$ cat src/iag_pkg.sv
package iag_pkg;

    // ------------------------------------------------------------
    // Widths and instruction field positions
    // ------------------------------------------------------------
    localparam int PTR_W         = 16;
    localparam int INSTR_W       = 16;
    localparam int OPCODE_HI     = 15;
    localparam int OPCODE_LO     = 8;
    localparam int MODE_BIT      = 7;
    localparam int OP_HI         = 6;
    localparam int OP_LO         = 4;
    localparam int UPDATE_BIT    = 3;
    localparam int NEXT_HI       = 2;
    localparam int NEXT_LO       = 0;
    localparam int NEXT_W        = 3;
    localparam int NUM_PTRS      = 8;

    // ------------------------------------------------------------
    // Register map, byte addresses on the APB port
    // ------------------------------------------------------------
    localparam int APB_ADDR_W    = 8;
    localparam int DATA_W        = 32;
    localparam int WORD_SHIFT    = 2;
    localparam logic [7:0] OFF_PTR_BASE  = 8'h00;
    localparam logic [7:0] OFF_PTR_LAST  = 8'h1c;
    localparam logic [7:0] OFF_STEP      = 8'h20;
    localparam logic [7:0] OFF_COMPARE   = 8'h24;
    localparam logic [7:0] OFF_MODE      = 8'h28;
    localparam logic [7:0] OFF_SELECT    = 8'h2c;
    localparam logic [7:0] OFF_LAST_ADDR = 8'h30;

    // Field positions inside the mode and select registers.
    localparam int MODE_LEGACY_POS = 0;
    localparam int SEL_ACTIVE_LO   = 0;
    localparam int SEL_PREV_LO     = 4;

    // ------------------------------------------------------------
    // Reset values
    // ------------------------------------------------------------
    localparam logic [PTR_W-1:0]  PTR_RST    = 16'h0000;
    localparam logic [NEXT_W-1:0] SEL_RST    = 3'h0;
    localparam logic              LEGACY_RST = 1'b0;

    // ------------------------------------------------------------
    // Types
    // ------------------------------------------------------------
    // Encoding is {use step amount, step up, step down}.
    typedef enum logic [2:0] {
        OP_HOLD     = 3'b000,
        OP_DEC_ONE  = 3'b001,
        OP_INC_ONE  = 3'b010,
        OP_RESERVED = 3'b011,
        OP_SUB_REV  = 3'b100,
        OP_SUB_STEP = 3'b101,
        OP_ADD_STEP = 3'b110,
        OP_ADD_REV  = 3'b111
    } ptr_op_t;

    typedef struct packed {
        logic [7:0]        opcode;
        logic              indirect;
        ptr_op_t           op;
        logic              update;
        logic [NEXT_W-1:0] next_ptr;
    } instr_fields_t;

    typedef struct packed {
        logic             valid;
        logic             indirect;
        logic [7:0]       opcode;
        logic [PTR_W-1:0] addr;
    } mem_req_t;

endpackage

$ cat src/instr_field_decode.sv
`timescale 1ns/10ps
module instr_field_decode
    import iag_pkg::*;
(
    input  wire logic [INSTR_W-1:0] word_in,
    output instr_fields_t           fields_out
);

    // ------------------------------------------------------------
    // Field split
    // ------------------------------------------------------------
    always_comb begin
        fields_out.opcode   = word_in[OPCODE_HI:OPCODE_LO];
        fields_out.indirect = word_in[MODE_BIT];
        fields_out.op       = ptr_op_t'(word_in[OP_HI:OP_LO]);
        fields_out.update   = word_in[UPDATE_BIT];
        fields_out.next_ptr = word_in[NEXT_HI:NEXT_LO];
    end

endmodule // instr_field_decode

$ cat src/pointer_math_unit.sv
`timescale 1ns/10ps
module pointer_math_unit
    import iag_pkg::*;
#(
    parameter int W = PTR_W
) (
    input  wire logic [W-1:0] cur_in,
    input  wire logic [W-1:0] step_in,
    input  ptr_op_t           op_in,
    output logic      [W-1:0] next_out
);

    // ------------------------------------------------------------
    // Elaboration check
    // ------------------------------------------------------------
    if (W < 2) begin : g_bad_width
        $error("pointer_math_unit: width must be at least 2");
    end

    // ------------------------------------------------------------
    // Bit reversal of operands and of the reversed-domain result
    // ------------------------------------------------------------
    logic [W-1:0] rev_cur;
    logic [W-1:0] rev_step;
    logic [W-1:0] rev_sum;
    logic [W-1:0] rev_diff;
    logic [W-1:0] back_sum;
    logic [W-1:0] back_diff;

    // Carries run toward bit 0 when the operands are mirrored first.
    for (genvar i = 0; i < W; i++) begin : g_rev
        assign rev_cur[i]   = cur_in[W-1-i];
        assign rev_step[i]  = step_in[W-1-i];
        assign back_sum[i]  = rev_sum[W-1-i];
        assign back_diff[i] = rev_diff[W-1-i];
    end

    assign rev_sum  = rev_cur + rev_step;
    assign rev_diff = rev_cur - rev_step;

    // ------------------------------------------------------------
    // Operation select, unsigned and wrapping at the pointer width
    // ------------------------------------------------------------
    always_comb begin
        case (op_in)
            OP_HOLD:     next_out = cur_in;
            OP_DEC_ONE:  next_out = cur_in - W'(1);
            OP_INC_ONE:  next_out = cur_in + W'(1);
            OP_SUB_REV:  next_out = back_diff;
            OP_SUB_STEP: next_out = cur_in - step_in;
            OP_ADD_STEP: next_out = cur_in + step_in;
            OP_ADD_REV:  next_out = back_sum;
            // The reserved code leaves the pointer alone.
            default:     next_out = cur_in;
        endcase
    end

endmodule // pointer_math_unit

$ cat src/indirect_address_generator.sv
// Functional notes
// - No-modify option: address is current pointer, pointer kept.
// - Step-by-one options: address is current pointer, then plus or minus 1.
// - Indexed options: address is current pointer, then plus or minus step.
// - Bit-reversed options add or subtract step with carries reversed.
// - Pointer update lands in the decode cycle, after address use.
// - Indirect instruction may also change the active pointer.
// - Legacy bit low: pointer zero writes also load step and compare.
// - Reset clears the legacy index mode bit.
// - Upper byte is opcode; lower byte holds addressing fields.
// - Bit 7 selects direct (0) or indirect (1) addressing.
// - Use step bit low: steps are by one, step register unused.
// - Use step bit high: steps use step register, normal or reversed.
// - Bit 5 is the increment selector; zero means no increment.
// - Indirect only for instructions with a memory operand.
// - Bit 4 is the decrement selector, by one or by step.
// - Three selection bits encode the eight pointer operations.
// - Update bit loads next pointer field, old select saved.
// - Pointer arithmetic is unsigned 16-bit and wraps.
//
// The implementer's own choices: the register offsets and the APB slave port.
`timescale 1ns/10ps
module indirect_address_generator
    import iag_pkg::*;
#(
    parameter int NUM_POINTERS = NUM_PTRS
) (
    input  wire logic                  sys_clk_in,
    input  wire logic                  reset_n_in,
    input  wire logic                  instr_valid_in,
    input  wire logic [INSTR_W-1:0]    instr_word_in,
    input  wire logic                  instr_has_operand_in,
    output mem_req_t                   mem_req_out,
    input  wire logic                  psel_in,
    input  wire logic                  penable_in,
    input  wire logic                  pwrite_in,
    input  wire logic [APB_ADDR_W-1:0] paddr_in,
    input  wire logic [DATA_W-1:0]     pwdata_in,
    output logic      [DATA_W-1:0]     prdata_out,
    output logic                       pready_out,
    output logic                       pslverr_out
);

    // ------------------------------------------------------------
    // Elaboration check
    // ------------------------------------------------------------
    // The next-pointer field is three bits wide, so exactly eight
    // pointers can be addressed.
    if (NUM_POINTERS != (1 << NEXT_W)) begin : g_bad_count
        $error("indirect_address_generator: pointer count must be 8");
    end

    // The field positions must agree with the field widths, or the
    // decoder would hand the math unit a shifted operation code.
    if ((OP_HI - OP_LO + 1) != $bits(ptr_op_t)) begin : g_bad_op_field
        $error("indirect_address_generator: op field width mismatch");
    end
    if ((NEXT_HI - NEXT_LO + 1) != NEXT_W) begin : g_bad_next_field
        $error("indirect_address_generator: next field width mismatch");
    end

    // A pointer must fit in one bus word, and the pointer words must
    // end below the step register, or two registers would share an
    // address.
    if (PTR_W > DATA_W) begin : g_bad_data_width
        $error("indirect_address_generator: pointer wider than bus word");
    end
    if ((NUM_POINTERS << WORD_SHIFT) > int'(OFF_STEP)) begin : g_bad_map
        $error("indirect_address_generator: pointer words overlap map");
    end

    // ------------------------------------------------------------
    // State
    // ------------------------------------------------------------
    logic [PTR_W-1:0]  ptr_q [NUM_POINTERS];
    logic [PTR_W-1:0]  step_q;
    logic [PTR_W-1:0]  compare_q;
    logic              legacy_q;
    logic [NEXT_W-1:0] active_q;
    logic [NEXT_W-1:0] prev_q;
    mem_req_t          req_q;
    logic              busy_q;
    logic [DATA_W-1:0] rdata_q;

    // ------------------------------------------------------------
    // Instruction decode and pointer math
    // ------------------------------------------------------------
    instr_fields_t     fields;
    logic [PTR_W-1:0]  cur_ptr;
    logic [PTR_W-1:0]  next_ptr;
    logic              take;

    instr_field_decode u_decode (
        .word_in    (instr_word_in),
        .fields_out (fields)
    );

    assign cur_ptr = ptr_q[active_q];

    pointer_math_unit #(
        .W (PTR_W)
    ) u_math (
        .cur_in   (cur_ptr),
        .step_in  (step_q),
        .op_in    (fields.op),
        .next_out (next_ptr)
    );

    // An indirect access is taken only for a decoded instruction in
    // indirect mode that really addresses data memory.
    assign take = instr_valid_in && fields.indirect &&
                  instr_has_operand_in;

    // ------------------------------------------------------------
    // APB decode
    // ------------------------------------------------------------
    logic              acc;
    logic              wr_en;
    logic              hit_ptr;
    logic              hit_any;
    logic [NEXT_W-1:0] wr_idx;
    logic [DATA_W-1:0] rd_mux;

    // Access is stalled while an instruction is decoded now or was in
    // the previous cycle, so register writes never race pointer math
    // and read data captured in setup is never stale.
    // The stall has no upper bound: a decoder that issues an
    // instruction every cycle holds the bus off for as long.
    assign pready_out = !instr_valid_in && !busy_q;
    assign acc        = psel_in && penable_in && pready_out;
    assign hit_ptr    = paddr_in <= OFF_PTR_LAST;
    assign wr_idx     = paddr_in[WORD_SHIFT +: NEXT_W];

    always_comb begin
        hit_any = 1'b1;
        rd_mux  = '0;
        if (paddr_in[WORD_SHIFT-1:0] != '0) begin
            hit_any = 1'b0;
        end else if (hit_ptr) begin
            rd_mux[PTR_W-1:0] = ptr_q[wr_idx];
        end else begin
            case (paddr_in)
                OFF_STEP: begin
                    rd_mux[PTR_W-1:0] = step_q;
                end
                OFF_COMPARE: begin
                    rd_mux[PTR_W-1:0] = compare_q;
                end
                OFF_MODE: begin
                    rd_mux[MODE_LEGACY_POS] = legacy_q;
                end
                OFF_SELECT: begin
                    rd_mux[SEL_ACTIVE_LO +: NEXT_W] = active_q;
                    rd_mux[SEL_PREV_LO +: NEXT_W]   = prev_q;
                end
                OFF_LAST_ADDR: begin
                    rd_mux[PTR_W-1:0] = req_q.addr;
                end
                default: begin
                    hit_any = 1'b0;
                end
            endcase
        end
    end

    assign wr_en       = acc && pwrite_in && hit_any;
    assign pslverr_out = psel_in && penable_in && !hit_any;
    assign prdata_out  = rdata_q;

    // ------------------------------------------------------------
    // Pointer zero write detection for the legacy copy
    // ------------------------------------------------------------
    // Hold and the reserved code leave pointer zero untouched, so
    // they do not count as a modification and copy nothing.
    logic              p0_write;
    logic [PTR_W-1:0]  p0_value;

    always_comb begin
        p0_write = 1'b0;
        p0_value = next_ptr;
        if (take && (active_q == '0) && (fields.op != OP_HOLD) &&
            (fields.op != OP_RESERVED)) begin
            p0_write = 1'b1;
        end else if (wr_en && hit_ptr && (wr_idx == '0)) begin
            p0_write = 1'b1;
            p0_value = pwdata_in[PTR_W-1:0];
        end
    end

    // ------------------------------------------------------------
    // Auxiliary pointers
    // ------------------------------------------------------------
    // Post-access update: the unmodified value has already been sent
    // out as the address on this same edge.
    always_ff @(posedge sys_clk_in or negedge reset_n_in) begin
        if (!reset_n_in) begin
            for (int i = 0; i < NUM_POINTERS; i++) begin
                ptr_q[i] <= PTR_RST;
            end
        end else if (take) begin
            ptr_q[active_q] <= next_ptr;
        end else if (wr_en && hit_ptr) begin
            ptr_q[wr_idx] <= pwdata_in[PTR_W-1:0];
        end
    end

    // ------------------------------------------------------------
    // Active pointer select and previous pointer buffer
    // ------------------------------------------------------------
    // A bus write sets both fields at once, so software can restore
    // a saved selection in one transfer.
    always_ff @(posedge sys_clk_in or negedge reset_n_in) begin
        if (!reset_n_in) begin
            active_q <= SEL_RST;
            prev_q   <= SEL_RST;
        end else if (take && fields.update) begin
            active_q <= fields.next_ptr;
            prev_q   <= active_q;
        end else if (wr_en && (paddr_in == OFF_SELECT)) begin
            active_q <= pwdata_in[SEL_ACTIVE_LO +: NEXT_W];
            prev_q   <= pwdata_in[SEL_PREV_LO +: NEXT_W];
        end
    end

    // ------------------------------------------------------------
    // Step amount and compare registers
    // ------------------------------------------------------------
    always_ff @(posedge sys_clk_in or negedge reset_n_in) begin
        if (!reset_n_in) begin
            step_q <= PTR_RST;
        end else if (!legacy_q && p0_write) begin
            step_q <= p0_value;
        end else if (wr_en && (paddr_in == OFF_STEP)) begin
            step_q <= pwdata_in[PTR_W-1:0];
        end
    end

    always_ff @(posedge sys_clk_in or negedge reset_n_in) begin
        if (!reset_n_in) begin
            compare_q <= PTR_RST;
        end else if (!legacy_q && p0_write) begin
            compare_q <= p0_value;
        end else if (wr_en && (paddr_in == OFF_COMPARE)) begin
            compare_q <= pwdata_in[PTR_W-1:0];
        end
    end

    // ------------------------------------------------------------
    // Mode register
    // ------------------------------------------------------------
    // The bit resets low, so the copy into step and compare is live
    // from reset until software sets the bit.
    always_ff @(posedge sys_clk_in or negedge reset_n_in) begin
        if (!reset_n_in) begin
            legacy_q <= LEGACY_RST;
        end else if (wr_en && (paddr_in == OFF_MODE)) begin
            legacy_q <= pwdata_in[MODE_LEGACY_POS];
        end
    end

    // ------------------------------------------------------------
    // Memory request toward the data address bus
    // ------------------------------------------------------------
    // The request is registered: it shows the pointer value as it was
    // before this decode cycle's update, one cycle after the decode.
    // Registering the request costs a cycle of latency but keeps the
    // address bus free of glitches from the pointer mux.
    always_ff @(posedge sys_clk_in or negedge reset_n_in) begin
        if (!reset_n_in) begin
            req_q <= '0;
        end else begin
            req_q.valid    <= take;
            req_q.indirect <= instr_valid_in && fields.indirect;
            if (instr_valid_in) begin
                req_q.opcode <= fields.opcode;
            end
            if (take) begin
                req_q.addr <= cur_ptr;
            end
        end
    end

    assign mem_req_out = req_q;

    // ------------------------------------------------------------
    // APB read capture and stall tracking
    // ------------------------------------------------------------
    always_ff @(posedge sys_clk_in or negedge reset_n_in) begin
        if (!reset_n_in) begin
            busy_q <= 1'b0;
        end else begin
            busy_q <= instr_valid_in;
        end
    end

    always_ff @(posedge sys_clk_in or negedge reset_n_in) begin
        if (!reset_n_in) begin
            rdata_q <= '0;
        end else if (psel_in) begin
            rdata_q <= rd_mux;
        end
    end

endmodule // indirect_address_generator

$ cat config.mk
export PLATFORM = sky130hd
export DESIGN_NAME = indirect_address_generator
export DESIGN_NICKNAME = d
export VERILOG_FILES = /design/src/iag_pkg.sv /design/src/instr_field_decode.sv /design/src/pointer_math_unit.sv /design/src/indirect_address_generator.sv
export SDC_FILE = /design/constraint.sdc
export NUM_CORES = 1
export LEC_CHECK = 0
export ABC_AREA = 1
export CAP_MARGIN = 20
export CORE_ASPECT_RATIO = 0.7
export CORE_UTILIZATION = 60
export CTS_CLUSTER_SIZE = 16
export DETAILED_ROUTE_END_ITERATION = 7
export DONT_BUFFER_PORTS = 1
export GPL_ROUTABILITY_DRIVEN = 1
export GPL_TIMING_DRIVEN = 0
export PLACE_DENSITY = 0.75
export SYNTH_ARGS = -nofsm -noshare
export SYNTH_HDL_FRONTEND = slang
export SYNTH_SLANG_ARGS = --single-unit
$ cat constraint.sdc
create_clock -name sys_clk_in -period 4.3 [get_ports sys_clk_in]
set_input_delay 0.215 -clock sys_clk_in [delete_from_list [all_inputs] [get_ports sys_clk_in]]
set_output_delay 0.215 -clock sys_clk_in [all_outputs]
set_load 0.02 [all_outputs]
==> metrics <==
outcome=finished with violations; violated checks=hold timing, setup timing; worst slew pin tran=1270 ps; static power due to leakage=between 0.008 and 0.009 uW; overflow left after global routing=0; count of final max-slew check failures=0; final critical path time including I/O delays and setup=4420 ps; total power draw=10600 uW; standard-cell rows=47; largest net degree at the start of global routing=211; Yosys cell types=59; area used by multi-input combinational logic=between 0.008 and 0.009 mm2; overall fraction of global-route tracks in use=49.5%; clock latency on the worst-skew pair=between 500 and 600 ps; Worst Path Max Fanout=9; mean routed wirelength per cell=25.4 um; top-area cell type share of the netlist area=35.1%; clock input transition at the sequential cells of the worst setup and hold paths=70 ps; post-synthesis to final-layout area growth=12.2%; Placed Instance Area=0.0154 mm2; count of buffer and inverter cells on the critical path=4; largest area contributor in the netlist=dfrtp_1; remaining routing DRC violations=0; top area cells in the synthesized netlist=dfrtp_1 (35%), nand2_1 (17%), nand3_1 (9.1%); number of buffers on the longest clock path=3; Vert. Die Dim=about 130 um; vias in the first global route=between 15000 and 20000; worst max-slew margin expressed relative to the limit=14.2%; Crit path top cell by count=inv_1; number of register bits inferred by synthesis=210; main flop type after synthesis=dfrtp_1; share of layout cells above drive strength 1=9.70%; post-route antenna net violation count=0; most frequent cell after synthesis=nand2_1; starting DRC count in detailed routing=approximately 3500; Worst Hold Class=primary input to async pin; Core Footprint=0.0241 mm2; TritonRoute pass-1 iters=7; highest-utilization routing layer at the global route stage=met1; clock tree from TritonCTS=yes; highest clock frequency the design can meet=around 230 MHz; delay of the slowest cell on the worst path=520 ps; worst voltage drop across the vdd grid=0.435 mV; worst setup timing slack at the placement stage=-641 ps; clock buffers created by TritonCTS=21; synthesized area per cell=6.98 um2; Die W=about 190 um; met2 track utilization from global routing=63.7%; Fin. Hold Viols=210; critical path's slowest cell=inv_1; wire length of the first global-routing pass=between 90000 and 100000 um; starting density of the core=62.3%; CP delay by family, top=simple AND/OR/NAND/NOR gates; critical path cell sequence=inv_1 > nand3_2 > inv_1 > a221oi_1 > nand3_2 > inv_1 > fa_1 > inv_1 > nand3_1 > nand2_2 > nand3_1 > nand3_1 > o21ai_0 > o21ai_2 > o21ai_4 > a21oi_2 > nand2_1 > nand2_1; worst reg2reg path depth=18; portion of the post-synthesis area used by sequential elements=roughly a third; met1 demand-to-capacity share in global routing=72.2%; number of enable-type register cells in the synthesized netlist=0; final setup violation count=3; data arrival at the endpoint of the critical path=4870 ps; detailed-placement wirelength estimate=48800 um; number of maximum-capacitance constraint violations=0; total standard cell area after synthesis=around 0.015 mm2; met3 track utilization from global routing=between 20 and 25%; Pwr Density=631 mW/mm2; worst path required time=4750 ps; via count=~18000; Synthesis Warnings=0; DRT Wirelength=64900 um; sort of element at the end of the critical path=register; total number of clock tree sinks=210; Filler Cell Count=~2000; Max Clock Skew=16.5 ps; worst slack on hold paths=-611 ps; final net count=2344; commonest cells in the netlist=nand2_1 (685), nand3_1 (271), dfrtp_1 (210); crit share post-route=103%; number of top-level pins=~120; number of antenna violations at the first check in global routing=0; critical setup path kind=register to register; number of stages on the worst setup path=18; footprint of the flip-flops and latches=around 0.0053 mm2; Diodes inserted=0; routed vias/inst=6.96; buffers added on ports=0; floorplan die area=0.0256 mm2; cell chosen for the clock root=clkbuf_16; gpl congestion=1.08; H-Tree Depth=1; type of element launching the critical path=register; post-cts hold buffer count=30; number of cells produced by synthesis=2147; final worst setup slack=-115 ps; final cell area excluding filler cells=approximately 0.017 mm2; Async SR Flop Fraction=between 90% and 100%
-- path summary, 6_finish.rpt --
| check | endpoint | slack, ps | start |
|---|---|---|---|
| max | compare_q[12] | -120 | active_q[0] |
| min | mem_req_out[21] | -610 | reset_n_in |
| max reg2reg | compare_q[12] | -120 | active_q[0] |
| min reg2reg | compare_q[7] | 510 | compare_q[7] |
| max in group asynchronous | mem_req_out[11] | 4370 | reset_n_in |
| min in group sys_clk_in | step_q[12] | 50 | pwdata_in[12] |
-- layout by cell type (no fill, tap or decap), types with 13 or more instances in the layout --
cell type,instances
nand2_1,667
nand3_1,264
dfrtp_1,209
inv_1,178
nor2_1,95
a21oi_1,88
o211ai_1,86
o21ai_0,85
o22ai_1,68
clkbuf_1,46
ha_1,44
buf_4,36
dlygate4sd3_1,30
nand2_2,25
buf_2,21
clkbuf_16,21
inv_2,18
nor3_1,18
conb_1,16
o311ai_0,14
nand3b_1,13
-- what timing repair did --
action	4_1_cts	5_1_grt
pin swaps	3	8
setup buffers	3	12
endpoints found under the setup margin	144	160
endpoints found under the hold margin	264	210
gates resized for setup	27	62
-- layout make-up --
cell class / count / area share (%)
multi-input cells: 1654 / 52.6
inverters: 200 / 4.49
flip-flops and latches: 210 / 31.3
plain buffers: 95 / 2.88
clock buffers: 27 / 3.44
repair buffers: 45 / 2.53
well taps: 318 / 2.37
clock inverters: 7 / 0.372
-- state kept, by name (all words and copies together) (netlist names) --
signal       flops
active_q         3
busy_q           1
compare_q       16
legacy_q         1
mem_req_out     26
prdata_out      16
prev_q           3
ptr_q          128
step_q          16
-- worst register-to-register path, delay by kind of cell (launching register included) --
family,cells,cell delay [ps]
AOI/OAI and AO/OA,5,1130
DFF,1,510
adders and majority gates,1,420
and+or+nand+nor,8,1240
buffers and inverters,4,1050
-- cell families (layout without fill, tap and decap cells) --
logic type	Yosys count	count (layout)	synth area share, %
and+or+nand+nor	1143	1143	32.9
AOI/OAI and AO/OA	431	431	18.5
buffers and inverters	298	374	8.17
DFF	210	210	35.1
adders and majority gates	54	54	4.66
muxes	8	8	0.601
xor gates and xnor gates	2	2	0.117
other	1	16	0.0250
-- layer usage --
layer	part of all wire [%]	wire (um)
met1	38	25000
met2	37	23900
met5	0	0
met4	4.1	2670
met3	21	13300
-- per-stage QoR --
stage / setup TNS [ps] / utilization (%) / std cells / hold slack [ps]
detailed placement: -23350 / 64.2 / 2480 / -75.3
global placement: -19520 / 64.2 / 2480 / -76.3
finish: -232 / 69.9 / 2556 / -611
CTS: 0 / 68.6 / 2545 / -606
global route: -488 / 69.9 / 2556 / -607
floorplan: 0 / - / 2162 / -80.6
-- where the power goes --
part	leakage [uW]	switching [uW]	total (uW)	internal, uW
Combinational	0.00504	3620	5410	1800
Sequential	0.00273	746	3360	2610
Clock	0.000318	835	1840	1000
Total	0.00809	5200	10600	5410
Note: power is estimated with default switching activity, not from simulation.
